==> src/core/prtcd_pkg.sv <==
// Package: register map, field positions and reset values of the capture/duty block
package prtcd_pkg;

    // ------------------------------------------------------------
    // Register word indexes (byte address = index * 4)
    // ------------------------------------------------------------
    localparam logic [5:0] IDX_CSR = 6'h00;
    localparam logic [5:0] IDX_CAPV0 = 6'h01;
    localparam logic [5:0] IDX_CAPV1 = 6'h02;
    localparam logic [5:0] IDX_ARR = 6'h03;
    localparam logic [5:0] IDX_CTRL = 6'h04;
    localparam logic [5:0] IDX_CNT = 6'h05;
    localparam logic [5:0] IDX_DUTY0 = 6'h08;
    localparam logic [5:0] IDX_NONE = 6'h3f;

    // ------------------------------------------------------------
    // Field positions
    // ------------------------------------------------------------
    localparam int CSR_CS_LSB = 4;
    localparam int CSR_CIE_LSB = 2;
    localparam int CSR_CF_LSB = 0;
    localparam int CTRL_EN_BIT = 0;

    // ------------------------------------------------------------
    // Reset values and counter limits
    // ------------------------------------------------------------
    localparam logic [1:0] CSR_FIELD_RST = 2'h0;
    localparam logic [7:0] DUTY_RST = 8'h00;
    localparam logic [7:0] ARR_RST = 8'h00;
    localparam logic [7:0] CNT_TOP = 8'hff;
    localparam int MAX_PWM = 8;

endpackage

==> src/core/prtcd_capture.sv <==
// One input-capture channel: edge detector and captured counter value
`timescale 1ns/1ps
module prtcd_capture
    import prtcd_pkg::*;
(
    input wire logic hclk,
    input wire logic hresetn,
    input wire logic capture_input_pin,
    input wire logic capture_edge_select,
    input wire logic [7:0] counter,
    output logic event_p,
    output logic [7:0] value
);

    typedef struct packed {
        logic armed;
        logic prev;
        logic [7:0] value;
    } prtcd_cap_state_t;

    prtcd_cap_state_t st_q;
    prtcd_cap_state_t st_d;

    // Edge detect; armed blocks a false edge from the reset-time sample
    always_comb begin
        st_d = st_q;
        st_d.armed = 1'b1;
        st_d.prev = capture_input_pin;
        event_p = st_q.armed && (capture_edge_select ?
            (capture_input_pin && !st_q.prev) :
            (!capture_input_pin && st_q.prev));
        if (event_p) begin
            st_d.value = counter;
        end
    end

    // State register
    always_ff @(posedge hclk or negedge hresetn) begin
        if (!hresetn) begin
            st_q <= '0;
        end else begin
            st_q <= st_d;
        end
    end

    assign value = st_q.value;

endmodule // prtcd_capture

==> src/core/prtcd_pwm_chan.sv <==
// One PWM channel: set on counter reload, cleared on duty compare
`timescale 1ns/1ps
module prtcd_pwm_chan
    import prtcd_pkg::*;
(
    input wire logic hclk,
    input wire logic hresetn,
    input wire logic reload,
    input wire logic running,
    input wire logic [7:0] counter,
    input wire logic [7:0] duty_value,
    output logic pwm_out
);

    typedef struct packed {
        logic out;
    } prtcd_pwm_state_t;

    prtcd_pwm_state_t st_q;
    prtcd_pwm_state_t st_d;

    // First edge shared at reload, second edge at this channel's duty
    always_comb begin
        st_d = st_q;
        if (reload) begin
            st_d.out = 1'b1;
        end else if (running && counter == duty_value) begin
            st_d.out = 1'b0;
        end
    end

    // State register
    always_ff @(posedge hclk or negedge hresetn) begin
        if (!hresetn) begin
            st_q <= '0;
        end else begin
            st_q <= st_d;
        end
    end

    assign pwm_out = st_q.out;

endmodule // prtcd_pwm_chan

==> src/core/prtcd_top.sv <==
// Auto-reload PWM timer: duty compare registers and two-channel input capture
// Operation
// - Selected capture edge raises capture interrupt request
// - Edge select: 0 falling, 1 rising
// - Per-channel interrupt enable gates its request
// - Capture sets flag; reading capture value clears
// - Enabled capture still interrupts during halt
// - Control/status bits 7:6 read zero
// - Control/status register resets to zero
// - Per-channel 8-bit duty register, reset zero
// - First PWM edge common, at reload
// - Duty registers act independently per channel
`timescale 1ns/1ps
module prtcd_top
    import prtcd_pkg::*;
#(
    parameter int NUM_PWM = 4
) (
    input wire logic hclk,
    input wire logic hresetn,
    input wire logic hsel,
    input wire logic [31:0] haddr,
    input wire logic [1:0] htrans,
    input wire logic hwrite,
    input wire logic [2:0] hsize,
    input wire logic [31:0] hwdata,
    input wire logic hready,
    output logic hreadyout,
    output logic hresp,
    output logic [31:0] hrdata,
    input wire logic [1:0] capture_input_pin,
    input wire logic halt_mode,
    output logic capture_irq,
    output logic halt_wakeup,
    output logic [NUM_PWM-1:0] pwm_out
);

    // ------------------------------------------------------------
    // Parameter check
    // ------------------------------------------------------------
    if (NUM_PWM < 1 || NUM_PWM > MAX_PWM) begin : g_bad_param
        $error("NUM_PWM must lie between 1 and 8");
    end

    // ------------------------------------------------------------
    // State
    // ------------------------------------------------------------
    typedef struct packed {
        logic [1:0] capture_edge_select;
        logic [1:0] capture_irq_enable_field;
        logic [1:0] capture_event_flag_field;
        logic [NUM_PWM-1:0][7:0] duty_value;
        logic [7:0] auto_reload;
        logic [7:0] count;
        logic count_en;
        logic wr_pend;
        logic [5:0] wr_idx;
        logic [31:0] rdata;
    } prtcd_state_t;

    prtcd_state_t st_q;
    prtcd_state_t st_d;
    logic bus_acc;
    logic [5:0] bus_idx;
    logic running;
    logic cnt_reload;
    logic [1:0] cap_evt;
    logic [1:0][7:0] cap_val;

    // Address phase decode; only the low 256 bytes are mapped
    assign bus_acc = hsel && htrans[1] && hready;
    assign bus_idx = (haddr[31:8] == 24'h000000) ? haddr[7:2] : IDX_NONE;

    // Counter stops while the device is halted
    assign running = st_q.count_en && !halt_mode;
    assign cnt_reload = running && st_q.count == CNT_TOP;

    // ------------------------------------------------------------
    // Next-state logic
    // ------------------------------------------------------------
    always_comb begin
        st_d = st_q;
        // Free-running up counter with auto-reload
        if (running) begin
            st_d.count = cnt_reload ? st_q.auto_reload : 8'(st_q.count + 8'h01);
        end
        // Data phase of a write
        if (st_q.wr_pend) begin
            case (st_q.wr_idx)
                IDX_CSR: begin
                    st_d.capture_edge_select = hwdata[CSR_CS_LSB +: 2];
                    st_d.capture_irq_enable_field = hwdata[CSR_CIE_LSB +: 2];
                end
                IDX_ARR: begin
                    st_d.auto_reload = hwdata[7:0];
                end
                IDX_CTRL: begin
                    st_d.count_en = hwdata[CTRL_EN_BIT];
                end
                default: begin
                    // Each duty register touches only its own channel
                    for (int i = 0; i < NUM_PWM; i++) begin
                        if (st_q.wr_idx == IDX_DUTY0 + 6'(i)) begin
                            st_d.duty_value[i] = hwdata[7:0];
                        end
                    end
                end
            endcase
        end
        // Address phase capture
        st_d.wr_pend = bus_acc && hwrite;
        st_d.wr_idx = bus_idx;
        // Reading a capture value clears its flag
        if (bus_acc && !hwrite && bus_idx == IDX_CAPV0) begin
            st_d.capture_event_flag_field[0] = 1'b0;
        end
        if (bus_acc && !hwrite && bus_idx == IDX_CAPV1) begin
            st_d.capture_event_flag_field[1] = 1'b0;
        end
        // Capture event sets its flag; set wins over a same-cycle clear
        for (int c = 0; c < 2; c++) begin
            if (cap_evt[c]) begin
                st_d.capture_event_flag_field[c] = 1'b1;
            end
        end
        // Read data, forwarded from the updated state; counter and capture values are read from the current state
        if (bus_acc && !hwrite) begin
            st_d.rdata = 32'h00000000;
            case (bus_idx)
                IDX_CSR: begin
                    st_d.rdata[7:0] = {2'b00, st_d.capture_edge_select,
                        st_d.capture_irq_enable_field,
                        st_d.capture_event_flag_field};
                end
                IDX_CAPV0: begin
                    st_d.rdata[7:0] = cap_val[0];
                end
                IDX_CAPV1: begin
                    st_d.rdata[7:0] = cap_val[1];
                end
                IDX_ARR: begin
                    st_d.rdata[7:0] = st_d.auto_reload;
                end
                IDX_CTRL: begin
                    st_d.rdata[CTRL_EN_BIT] = st_d.count_en;
                end
                IDX_CNT: begin
                    st_d.rdata[7:0] = st_q.count;
                end
                default: begin
                    for (int i = 0; i < NUM_PWM; i++) begin
                        if (bus_idx == IDX_DUTY0 + 6'(i)) begin
                            st_d.rdata[7:0] = st_d.duty_value[i];
                        end
                    end
                end
            endcase
        end
    end

    // State register, all fields cleared at reset
    always_ff @(posedge hclk or negedge hresetn) begin
        if (!hresetn) begin
            st_q <= '0;
        end else begin
            st_q <= st_d;
        end
    end

    // ------------------------------------------------------------
    // Outputs
    // ------------------------------------------------------------
    assign hreadyout = 1'b1;
    assign hresp = 1'b0;
    assign hrdata = st_q.rdata;
    // Request stays up while an enabled flag is set, halted or not
    assign capture_irq = |(st_q.capture_event_flag_field
        & st_q.capture_irq_enable_field);
    assign halt_wakeup = halt_mode && capture_irq;

    // ------------------------------------------------------------
    // Channels
    // ------------------------------------------------------------
    for (genvar c = 0; c < 2; c++) begin : g_cap
        prtcd_capture u_cap (
            .hclk(hclk),
            .hresetn(hresetn),
            .capture_input_pin(capture_input_pin[c]),
            .capture_edge_select(st_q.capture_edge_select[c]),
            .counter(st_q.count),
            .event_p(cap_evt[c]),
            .value(cap_val[c])
        );
    end

    for (genvar p = 0; p < NUM_PWM; p++) begin : g_pwm
        prtcd_pwm_chan u_pwm (
            .hclk(hclk),
            .hresetn(hresetn),
            .reload(cnt_reload),
            .running(running),
            .counter(st_q.count),
            .duty_value(st_q.duty_value[p]),
            .pwm_out(pwm_out[p])
        );
    end

    // ------------------------------------------------------------
    // Assertions
    // ------------------------------------------------------------
    logic alive_q;

    // Marks the edge detectors as armed
    always_ff @(posedge hclk or negedge hresetn) begin
        if (!hresetn) begin
            alive_q <= 1'b0;
        end else begin
            alive_q <= 1'b1;
        end
    end
endmodule // prtcd_top
==> config.mk <==
export PLATFORM = sky130hd
export DESIGN_NAME = prtcd_top
export DESIGN_NICKNAME = d
export VERILOG_FILES = /design/src/core/prtcd_pkg.sv /design/src/core/prtcd_capture.sv /design/src/core/prtcd_pwm_chan.sv /design/src/core/prtcd_top.sv
export SDC_FILE = /design/constraint.sdc
export NUM_CORES = 1
export LEC_CHECK = 0
export BUFFER_PORTS_ARGS = -buffer_cell sky130_fd_sc_hd__buf_2
export CORE_UTILIZATION = 38
export CTS_CLUSTER_DIAMETER = 50
export CTS_CLUSTER_SIZE = 16
export DETAILED_ROUTE_END_ITERATION = 7
export SYNTH_ARGS = -nofsm -noshare
export SYNTH_HDL_FRONTEND = slang
export SYNTH_SLANG_ARGS = --single-unit
==> constraint.sdc <==
create_clock -name hclk -period 3.6 [get_ports hclk]
set_clock_uncertainty 0.1 [all_clocks]
set_input_delay 0.72 -clock hclk [delete_from_list [all_inputs] [get_ports hclk]]
set_output_delay 0.72 -clock hclk [all_outputs]
set_load 0.01 [all_outputs]
==> PnR_summary.wiki, run 1 <==
{| class="wikitable"
! Metric !! Value
|-
| Average cell area after synthesis || 10.4 um^2
|-
| Clock transition at the registers of the reported paths || 0.06 ns
|-
| Cell type with the largest total area after synthesis || sky130_fd_sc_hd__dfrtp_1
|-
| Reported leakage power || 2.59 nW
|-
| Max Fanout on Critical Path || 7
|-
| Buffers inserted by post-CTS timing repair || 0
|-
| Pre-CTS WS || 0.707 ns
|-
| Number of enable flip-flop cells after synthesis || 0
|-
| Most common library cell in the layout ignoring fill and taps || sky130_fd_sc_hd__dfrtp_1
|-
| Via-to-Cell Ratio || 5.36
|-
| Detailed-route DRC error count || 0
|-
| Routability Congestion || 0.898
|-
| Seq cells post-synth || 93
|-
| First DRT Iteration DRCs || 246
|-
| Total die area || 0.0140 mm^2
|-
| Nets@finish || 608
|-
| Core Rows || 42
|-
| Leftover overflow at the end of global routing || 0
|-
| Final std cell area, no fill || 0.00571 mm^2
|-
| Area contributors post-synth || sky130_fd_sc_hd__dfrtp_1 (45%), sky130_fd_sc_hd__mux2_2 (9.9%), sky130_fd_sc_hd__buf_4 (5.8%)
|-
| Global-route total usage across every layer || 0.204
|-
| Pin count of the biggest net entering global routing || 46
|-
| Cells after synthesis || 493
|-
| Number of clock sinks || 93
|-
| Startpoint type of the worst setup path || flop
|-
| Io pins || 117
|-
| Most used cells in the layout excluding fill and tap cells || sky130_fd_sc_hd__dfrtp_1 (93), sky130_fd_sc_hd__buf_2 (59), sky130_fd_sc_hd__nand2_1 (47), sky130_fd_sc_hd__mux2_2 (45), sky130_fd_sc_hd__xnor2_1 (28)
|-
| Number of input and output port buffers inserted || 60
|-
| Total vias in the final route || 3,813
|-
| Ratio of final minimum period to clock period || 0.806
|-
| Fraction of layout cells with a size suffix above 1 || 0.256
|-
| Critical path data required time || 3.72 ns
|-
| Sequential area share after synthesis || 0.453
|-
| Final worst-path setup slack || 0.697 ns
|-
| Effective utilization at floorplan || 0.389
|-
| Antenna Cells || 0
|-
| Total Routed Length || 13,500 um
|-
| RSZ-0062 raised after global routing || no
|-
| Number of warnings reported in the yosys synthesis log || 0
|-
| IR Drop Worst-Case VDD || 242 uV
|-
| Count of distinct cell types in the synthesized netlist || 60
|-
| Clock latency at the later pin of the worst-skew pair || 0.34 ns
|-
| Count of hold buffers inserted by post-cts repair || 0
|-
| Number of max-slew violations in the final report || 0
|-
| Sum Neg Setup Slack || 0 ns
|-
| Number of fill cells in the layout || 1,289
|-
| Highest clock frequency the design can meet || 344 MHz
|-
| Chip height || 118 um
|-
| CTS Root Cell || sky130_fd_sc_hd__clkbuf_16
|-
| Mapped Area || 0.00513 mm^2
|-
| Count of instances resized after the clock tree is built || 0
|-
| Area overhead of the layout relative to synthesis || 11.3%
|-
| Detailed Routing Iterations Pass 1 || 4
|-
| Half-perimeter wire length after detailed placement || 9990 um
|-
| Hold violation total from the final report || 0
|-
| Wire length of the first global-routing pass || 21,500 um
|-
| Clock tree buffer depth || 2
|-
| Average wire per standard cell || 18.9 um
|-
| Width of the die || 118 um
|-
| Setup crit end kind || flop
|-
| Run status || complete, no violations
|-
| Worst slew margin || 0.498
|-
| Power density over cell area || 450 mW/mm^2
|-
| Final ANT Viol Nets || 0
|-
| Arr. time, crit path || 3.02 ns
|-
| Clock tree from TritonCTS || yes
|-
| Critical setup path kind || flop to flop
|-
| Transition at the pin with the smallest max-transition slack || 0.746 ns
|-
| Type of the most critical hold path || primary input to async pin
|-
| FFs w/ async S/R, synth || 1.00
|-
| Core Footprint || 0.0132 mm^2
|-
| Post-DP Area || 0.00539 mm^2
|-
| Clock period minus final worst setup slack || 2.90 ns
|-
| Count of max-cap constraint violations || 0
|-
| Number of antenna violations at the first check in global routing || 0
|-
| Dominant register cell in the synthesized netlist || sky130_fd_sc_hd__dfrtp_1
|-
| Proportion of netlist area held by the largest area contributor || 0.453
|-
| H-tree depth || 3
|-
| Total CTS buffers || 9
|-
| Via count of the first global-routing pass || 3,826
|-
| Final setup violation count || 0
|}
## layout make-up
cell class              count  area [um^2]  share of cell area
repair buffers             66          348              0.0609
flip-flops and latches     93         2330               0.407
inverters                   8         30.0             0.00526
clock buffers               9          225              0.0394
well taps                 176          220              0.0385
clock inverters             7         96.3              0.0169
multi-input cells         352         2470               0.432
## metrics by stage
stage	utilization	hold WS, ns	total power, mW	std cells
final	0.433	0.270	2.57	711
after global routing	0.433	0.316	2.67	711
after CTS	0.433	0.295	2.59	711
after detailed placement	0.409	0.378	1.57	695
after global placement	0.409	0.366	1.56	695
after floorplan	-	0.324	1.45	518
## worst max-delay path, cell delays in order, from the launching register on
cell and delay (ns):
sky130_fd_sc_hd__dfrtp_1 0.42, sky130_fd_sc_hd__nor4b_4 0.50, sky130_fd_sc_hd__and4b_1 0.55, sky130_fd_sc_hd__mux2_1 0.38
sky130_fd_sc_hd__and2_1 0.17, sky130_fd_sc_hd__o311a_1 0.34, sky130_fd_sc_hd__or3_1 0.31
## power by group
group          switching (mW)  total [mW]  internal, mW
Clock                   0.411        1.02         0.612
Sequential              0.110        1.23          1.12
Combinational           0.171       0.323         0.152
Total                   0.692        2.57          1.88
## state kept, by name, indices dropped and copies added, names as in the netlist
register             flops
st_q                    62
g_cap.u_cap.value       16
hrdata                   8
g_pwm.u_pwm.pwm_out      4
g_cap.u_cap.st_q         3
## logic make-up after synthesis
kind of cell	count (synthesis)	synth area share
other cells	2	0.00146
mux	62	0.136
flops	93	0.453
compound gates	75	0.103
buf+inv	73	0.0843
fa+ha+maj	1	0.00244
xor+xnor	33	0.0563
simple gates	154	0.164
## synth_stat cells, types with 3 or more instances
library cell and number:
sky130_fd_sc_hd__a21oi_1 9, sky130_fd_sc_hd__a22o_1 5, sky130_fd_sc_hd__a22oi_1 4, sky130_fd_sc_hd__a2bb2oi_1 3
sky130_fd_sc_hd__a31oi_1 9, sky130_fd_sc_hd__and2_1 5, sky130_fd_sc_hd__and3_1 6, sky130_fd_sc_hd__and4b_1 3
sky130_fd_sc_hd__buf_1 3, sky130_fd_sc_hd__buf_4 40, sky130_fd_sc_hd__clkbuf_1 20, sky130_fd_sc_hd__dfrtp_1 93
sky130_fd_sc_hd__inv_1 8, sky130_fd_sc_hd__mux2_1 3, sky130_fd_sc_hd__mux2_2 45, sky130_fd_sc_hd__mux2_4 3
sky130_fd_sc_hd__mux2i_1 11, sky130_fd_sc_hd__nand2_1 47, sky130_fd_sc_hd__nand2b_1 4, sky130_fd_sc_hd__nand3_1 15
sky130_fd_sc_hd__nand3b_1 3, sky130_fd_sc_hd__nand4_1 6, sky130_fd_sc_hd__nor2_1 21, sky130_fd_sc_hd__nor2b_1 5
sky130_fd_sc_hd__nor3_1 7, sky130_fd_sc_hd__nor4_1 10, sky130_fd_sc_hd__o21ai_0 13, sky130_fd_sc_hd__o22ai_1 3
sky130_fd_sc_hd__o31ai_1 9, sky130_fd_sc_hd__o41ai_1 4, sky130_fd_sc_hd__or3_1 9, sky130_fd_sc_hd__xnor2_1 28
sky130_fd_sc_hd__xor2_1 5
## per-layer routing
metal  up-vias  GRT usage  share of wire
met1      1884      0.268           0.44
met5         -          0              0
li1       1777          -              -
met2       129      0.331           0.48
met4         0     0.0705          0.029
met3        23     0.0444          0.055
## path summary, 6_finish.rpt
kind / start / end / cells after the start / slack, ns
worst max-delay path: st_q[34] / hrdata[4] / 6 / 0.70
worst min-delay path: hresetn / st_q[44] / 1 / 0.27
worst max register to register: st_q[34] / hrdata[4] / 6 / 0.70
worst min register to register: g_cap[0].u_cap.value[5] / g_cap[0].u_cap.value[5] / 2 / 0.39
max in group asynchronous: hresetn / st_q[38] / 2 / 2.36
min in group hclk: g_cap[0].u_cap.value[5] / g_cap[0].u_cap.value[5] / 2 / 0.39
Power figures use the tool's default switching activity.
==> run 2, diff against run 1 <==
- ABC_AREA: not set -> 1
- clock period: 3.6 -> 3 ns (I/O delays scaled with it)
==> run 2 against run 1 <==
First-iteration DRC count is 50% higher. Critical path depth rose by 8. Sequential power is 11% higher. Non-clock buffer count rose by 4. Hold slack worse by 0.079 ns. Global-route usage increased by 1.4 points. Core utilization grew 1.1 points. Setup slack lost 0.067 ns. Final cell count up 34%. Critical path type unchanged. Highest routed layer unchanged.
==> PnR_summary.wiki, run 2 <==
{| class="wikitable"
! Metric !! Value
|-
| Run status || complete, no violations
|-
| Area overhead of the layout relative to synthesis || 12.2%
|-
| Ratio of final minimum period to clock period || 0.790
|-
| Biggest cell delay along the critical path || 0.37 ns
|-
| First DRT Iteration DRCs || 369
|-
| Adder-Cell Fraction of Synth Area || 0.00234
|-
| CTS Root Cell || sky130_fd_sc_hd__clkbuf_16
|-
| Routability Congestion || 0.900
|-
| Clock transition at the registers of the reported paths || 0.07 ns
|-
| Total die area || 0.0145 mm^2
|-
| Share of total power consumed by net switching || 0.245
|-
| Clock latency at the later pin of the worst-skew pair || 0.35 ns
|-
| Cells after synthesis || 724
|-
| Total Routed Length || 14,900 um
|-
| Final core area utilization || 0.444
|-
| Depth of the worst register-to-register path || 14
|-
| Leftover overflow at the end of global routing || 0
|-
| Mux share of post-synthesis cell area || 0
|-
| Flop-to-flop setup slack || 0.63 ns
|-
| Family with the most delay on the worst path || simple AND/OR/NAND/NOR gates
|-
| Crit path to || hrdata[0]
|-
| Standard cell with the maximum stage delay on the critical path || sky130_fd_sc_hd__dfrtp_1
|-
| Number of antenna violations at the first check in global routing || 0
|-
| Number of enable flip-flop cells after synthesis || 0
|-
| Power density over cell area || 481 mW/mm^2
|-
| Half-perimeter wire length after detailed placement || 11,100 um
|-
| Core Footprint || 0.0135 mm^2
|-
| Internal Power || 2.18 mW
|-
| Total vias in the final route || 4,840
|-
| Synth Area in Simple Gates || 0.301
|-
| Effective utilization at floorplan || 0.396
|-
| Final worst-path setup slack || 0.630 ns
|-
| Pin count of the biggest net entering global routing || 52
|-
| Critical setup path kind || flop to flop
|-
| IR Drop Worst-Case VDD || 260 uV
|-
| Fraction of layout cells with a size suffix above 1 || 0.136
|-
| Count of max-cap constraint violations || 0
|-
| Compound-Gate Fraction of Synth Area || 0.123
|-
| Cell repeated most along the worst path || sky130_fd_sc_hd__nand2_1
|-
| Transition at the pin with the smallest max-transition slack || 0.713 ns
|-
| Global-route total usage across every layer || 0.218
|-
| Antenna Cells || 0
|-
| Commonest cells post-synth || sky130_fd_sc_hd__nand2_1 (223), sky130_fd_sc_hd__dfrtp_1 (93), sky130_fd_sc_hd__o21ai_0 (76)
|-
| Flip-flop count of the largest register after layout || 62
|-
| Seq cells post-synth || 93
|-
| Count of buffer and inverter cells on the critical path || 1
|-
| Chip height || 121 um
|-
| Sum Neg Setup Slack || 0 ns
|-
| Number of max-slew violations in the final report || 0
|-
| RSZ-0062 raised after global routing || no
|-
| Setup crit start || st_q[34]
|-
| Setup crit end kind || flop
|-
| Max Fanout on Critical Path || 16
|-
| Dominant register cell in the synthesized netlist || sky130_fd_sc_hd__dfrtp_1
|-
| Most common library cell in the layout ignoring fill and taps || sky130_fd_sc_hd__nand2_1
|-
| Number of warnings reported in the yosys synthesis log || 0
|-
| Detailed-route DRC error count || 0
|-
| Relative contribution of combinational cells to total power || 0.087
|-
| Count of distinct cell types in the synthesized netlist || 44
|-
| Count of hold buffers inserted by post-cts repair || 0
|-
| Cell-by-cell listing of the critical path || inv_1 > nand2_1 > nor2_1 > nand2_1 > nand2_1 > o21ai_0 > nand2_1 > o21ai_0 > nand3_1 > nand3_1 > nor2_1 > nand4_1 > nand2_1 > nand2_1
|-
| Final setup violation count || 0
|-
| Pre-CTS WS || 0.339 ns
|-
| Clock share of power || 0.440
|-
| Number of clock sinks || 93
|-
| Most used cells in the layout excluding fill and tap cells || sky130_fd_sc_hd__nand2_1 (223), sky130_fd_sc_hd__dfrtp_1 (93), sky130_fd_sc_hd__o21ai_0 (76), sky130_fd_sc_hd__inv_1 (72), sky130_fd_sc_hd__nor2_1 (61)
|-
| Largest family of logic cells by synthesized area || simple AND/OR/NAND/NOR gates
|-
| FFs w/ async S/R, synth || 1.00
|-
| Count of instances resized after the clock tree is built || 0
|-
| Worst reg2reg path startpoint || st_q[34]
|-
| Number of logic stages on the critical path including buffering || 14
|-
| Final ANT Viol Nets || 0
|-
| Mapped Area || 0.00535 mm^2
|-
| Critical path data required time || 3.15 ns
|-
| Wire length of the first global-routing pass || 23,800 um
|-
| Biggest register || st_q
|-
| Hold violation total from the final report || 0
|-
| Reg2Reg Capture Point || hrdata[0]
|-
| Type of the most critical hold path || primary input to async pin
|-
| Clock period minus final worst setup slack || 2.37 ns
|-
| Clock tree from TritonCTS || yes
|-
| Width of the die || 121 um
|-
| Sequential power share || 0.473
|-
| Highest clock frequency the design can meet || 422 MHz
|-
| Proportion of netlist area held by the largest area contributor || 0.435
|-
| Buffers inserted by post-CTS timing repair || 0
|-
| Core Rows || 42
|-
| Nets@finish || 850
|-
| Detailed Routing Iterations Pass 1 || 5
|-
| Via-to-Cell Ratio || 5.08
|-
| Most frequently used cell type in the post-synthesis netlist || sky130_fd_sc_hd__nand2_1
|-
| Clock tree buffer depth || 2
|-
| Area share of xor/xnor cells in the synthesized design || 0.0115
|-
| Startpoint type of the worst setup path || flop
|-
| Sequential area share after synthesis || 0.435
|-
| Tot Pwr || 2.89 mW
|-
| Total CTS buffers || 9
|-
| Io pins || 117
|-
| Number of input and output port buffers inserted || 60
|-
| Arr. time, crit path || 2.51 ns
|-
| Cell type with the largest total area after synthesis || sky130_fd_sc_hd__dfrtp_1
|-
| Via count of the first global-routing pass || 4,536
|-
| Reported leakage power || 3.17 nW
|-
| Worst slew margin || 0.525
|-
| Power dissipated by switching net loads || 0.708 mW
|-
| H-tree depth || 3
|-
| Area contributors post-synth || sky130_fd_sc_hd__dfrtp_1 (44%), sky130_fd_sc_hd__nand2_1 (16%), sky130_fd_sc_hd__o21ai_0 (7.1%)
|-
| Average cell area after synthesis || 7.38 um^2
|-
| Average wire per standard cell || 15.7 um
|}
==> run 2: cell types whose count changed after synthesis, moves of 9 or more <==
cell / before / now
sky130_fd_sc_hd__clkbuf_1: 20 / 11
sky130_fd_sc_hd__inv_1: 8 / 72
sky130_fd_sc_hd__mux2_2: 45 / 0
sky130_fd_sc_hd__mux2i_1: 11 / 0
sky130_fd_sc_hd__nand2_1: 47 / 223
sky130_fd_sc_hd__nand3_1: 15 / 45
sky130_fd_sc_hd__nor2_1: 21 / 61
sky130_fd_sc_hd__o21ai_0: 13 / 76
sky130_fd_sc_hd__o31ai_1: 9 / 0
sky130_fd_sc_hd__or3_1: 9 / 0
sky130_fd_sc_hd__xnor2_1: 28 / 3
==> run 2: cell type report <==
cell class | instances | area, um^2
fill | 1357 | 7510
multi-input combinational | 520 | 2440
sequential | 93 | 2330
timing repair buffer | 70 | 390
inverter | 78 | 294
clock buffer | 12 | 256
tap | 176 | 220
clock inverter | 4 | 70.1
==> run 2: worst min path at each step <==
stage	start	endpoint	slack, ns	cells after the start
after floorplan	hresetn	g_cap[0].u_cap.st_q[8]	0.20	0
after global placement	g_pwm[0].u_pwm.pwm_out	g_pwm[0].u_pwm.pwm_out	0.35	2
after detailed placement	hrdata[5]	hrdata[5]	0.36	2
after CTS	hresetn	g_pwm[1].u_pwm.pwm_out	0.22	1
after global routing	capture_input_pin[0]	g_cap[0].u_cap.st_q[8]	0.25	1
final	hresetn	st_q[68]	0.19	1
==> run 2: per-layer routing <==
metal,track usage,wire length [um],up-vias
met1,0.304,6880,2273
met2,0.330,6650,193
li1,-,-,2354
met5,0,0,-
met3,0.0476,1100,20
met4,0.0764,294,0
==> run 2: cell families after synthesis <==
family / count (synthesis)
AO/OA/AOI/OAI: 117
XOR/XNOR: 7
buffers and inverters: 136
other: 2
flip-flops: 93
AND/OR/NAND/NOR: 368
adder cells (fa/ha/maj): 1
==> run 2: worst register-to-register path, delay by kind of cell (launching register included) <==
kind / cells / cell delay, ns
AOI/OAI and AO/OA: 2 / 0.20
buffers and inverters: 1 / 0.07
DFF: 1 / 0.37
and+or+nand+nor: 11 / 1.54
==> run 2: power groups by stage <==
stage / Sequential (mW) / Combinational, mW / Clock [mW]
floorplan: 1.38 / 0.173 / 0
global placement: 1.39 / 0.243 / 0
detailed placement: 1.39 / 0.250 / 0
CTS: 1.36 / 0.251 / 1.29
global route: 1.37 / 0.287 / 1.33
finish: 1.37 / 0.252 / 1.27
==> run 2: metrics by stage <==
| step | cell area, um^2 | hold slack (ns) | cells |
|---|---|---|---|
| CTS | 6000 | 0.222 | 953 |
| global route | 6000 | 0.253 | 953 |
| global placement | 5670 | 0.351 | 937 |
| detailed placement | 5670 | 0.365 | 937 |
| floorplan | 5440 | 0.204 | 749 |
| finish | 6000 | 0.191 | 953 |
==> run 3, diff against run 2 <==
- clock period: 3 -> 2.4 ns (I/O delays scaled with it)
==> run 3 against run 2 <==
Wire length shrank 0.91%. Critical path depth shrank 5. Core utilization grew 1.2 points. Critical endpoint is now hrdata[3]. Largest power group unchanged. Highest routed layer unchanged.
==> PnR_summary.wiki, run 3 (synthesis results as in run 2) <==
{| class="wikitable"
! Metric !! Value
|-
| Clock period minus final worst setup slack || 2.23 ns
|-
| IR Drop Worst-Case VDD || 316 uV
|-
| Half-perimeter wire length after detailed placement || 11,300 um
|-
| Nets@finish || 868
|-
| Number of fill cells in the layout || 1,366
|-
| Detailed Routing Iterations Pass 1 || 5
|-
| First DRT Iteration DRCs || 391
|-
| Pre-CTS WS || -0.0211 ns
|-
| Area used by sequential logic in the layout || 0.00233 mm^2
|-
| Number of clock sinks || 93
|-
| Core Rows || 42
|-
| H-tree depth || 3
|-
| Total vias in the final route || 4,941
|-
| Antenna Cells || 0
|-
| Average wire per standard cell || 15.2 um
|-
| Clock transition at the registers of the reported paths || 0.06 ns
|-
| Reported leakage power || 3.25 nW
|-
| CTS Root Cell || sky130_fd_sc_hd__clkbuf_16
|-
| Count of max-cap constraint violations || 0
|-
| Clock latency at the later pin of the worst-skew pair || 0.35 ns
|-
| Arr. time, crit path || 2.38 ns
|-
| Global-route total usage across every layer || 0.214
|-
| Clock tree from TritonCTS || yes
|-
| Leftover overflow at the end of global routing || 0
|-
| Effective utilization at floorplan || 0.396
|-
| Critical setup path kind || flop to flop
|-
| Total CTS buffers || 9
|-
| Startpoint type of the worst setup path || flop
|-
| Wire length of the first global-routing pass || 23,400 um
|-
| Hold Crit Depth || 1
|-
| Clock tree buffer depth || 2
|-
| Tightest hold margin || 0.147 ns
|-
| Width of the die || 121 um
|-
| Final setup violation count || 0
|-
| Pin count of the biggest net entering global routing || 55
|-
| Hold violation total from the final report || 0
|-
| Biggest register || st_q
|-
| Combined area of the multi-input logic cells || 0.00245 mm^2
|-
| Ratio of final minimum period to clock period || 0.931
|-
| Detailed-route DRC error count || 0
|-
| Via count of the first global-routing pass || 4,511
|-
| Flip-flop count of the largest register after layout || 62
|-
| Number of input and output port buffers inserted || 60
|-
| Chip height || 121 um
|-
| Final worst-path setup slack || 0.166 ns
|-
| Depth of the worst register-to-register path || 9
|-
| Number of antenna violations at the first check in global routing || 0
|-
| Run status || complete, no violations
|-
| Io pins || 117
|-
| Highest clock frequency the design can meet || 448 MHz
|-
| Number of max-slew violations in the final report || 0
|-
| Fraction of layout cells with a size suffix above 1 || 0.158
|-
| RSZ-0062 raised after global routing || yes
|-
| Via-to-Cell Ratio || 5.09
|-
| Most used cells in the layout excluding fill and tap cells || sky130_fd_sc_hd__nand2_1 (220), sky130_fd_sc_hd__dfrtp_1 (93), sky130_fd_sc_hd__o21ai_0 (76), sky130_fd_sc_hd__inv_1 (72), sky130_fd_sc_hd__nor2_1 (61)
|-
| Total die area || 0.0145 mm^2
|-
| Total Routed Length || 14,800 um
|-
| Area overhead of the layout relative to synthesis || 15.2%
|-
| Setup crit end kind || flop
|-
| Core Footprint || 0.0135 mm^2
|-
| Most common library cell in the layout ignoring fill and taps || sky130_fd_sc_hd__nand2_1
|-
| Type of the most critical hold path || primary input to flop
|-
| Power density over cell area || 578 mW/mm^2
|-
| Max Fanout on Critical Path || 16
|-
| Final ANT Viol Nets || 0
|-
| Critical path data required time || 2.54 ns
|-
| Routability Congestion || 0.920
|}
[run 3: area by class of cell]
class / count / area share
Multi-Input combinational cell: 520 / 0.397
Clock inverter: 6 / 0.0142
Clock buffer: 10 / 0.0372
Sequential cell: 93 / 0.378
Timing Repair Buffer: 88 / 0.0898
Tap cell: 176 / 0.0358
Inverter: 78 / 0.0478
[run 3: per-stage QoR]
step           power [mW]  setup TNS (ns)  area (um^2)   util  std cells
3_3_place_gp         2.04               0         5820  0.431        954
5_1_grt              3.72         -0.0148         6160  0.456        971
4_1_cts              3.58               0         6150  0.455        971
6_report             3.56               0         6160  0.456        971
3_5_place_dp         2.05         -0.0211         5820  0.431        954
2_1_floorplan        1.94               0         5440      -        749
[run 3: where the power goes]
group | switching, mW | internal [mW]
Sequential | 0.0627 | 1.64
Clock | 0.623 | 0.911
Combinational | 0.206 | 0.114
Total | 0.892 | 2.67
[run 3: critical path, cell delays in order (launching register included)]
cell and delay (ns):
sky130_fd_sc_hd__dfrtp_1 0.36, sky130_fd_sc_hd__inv_2 0.13, sky130_fd_sc_hd__nor3_1 0.38, sky130_fd_sc_hd__nand2_2 0.31
sky130_fd_sc_hd__o21ai_0 0.33, sky130_fd_sc_hd__nor2_1 0.11, sky130_fd_sc_hd__nor2_1 0.20, sky130_fd_sc_hd__nand2_1 0.10
sky130_fd_sc_hd__nand2_1 0.07, sky130_fd_sc_hd__nand2_1 0.05
[run 3: path summary, 6_finish.rpt]
path | from | endpoint | slack, ns
max | st_q[38] | hrdata[3] | 0.17
min | capture_input_pin[1] | g_cap[1].u_cap.st_q[8] | 0.15
max reg2reg | st_q[38] | hrdata[3] | 0.17
min reg2reg | g_pwm[1].u_pwm.pwm_out | g_pwm[1].u_pwm.pwm_out | 0.37
max in group asynchronous | hresetn | st_q[34] | 1.18
min in group asynchronous | hresetn | st_q[76] | 0.43
[run 3: timing repair]
item | 4_1_cts | 5_1_grt
buffers inserted | 0 | 0
hold buffers | 1 | 0
setup endpoints to repair | 0 | 8
gates resized for setup | 0 | 3
hold endpoints to repair | 16 | 0
[run 3: metal layers]
metal	wire length (um)	global-route usage
met1	6510	0.288
met3	1230	0.0575
met4	379	0.0741
met5	0	0
met2	6660	0.330
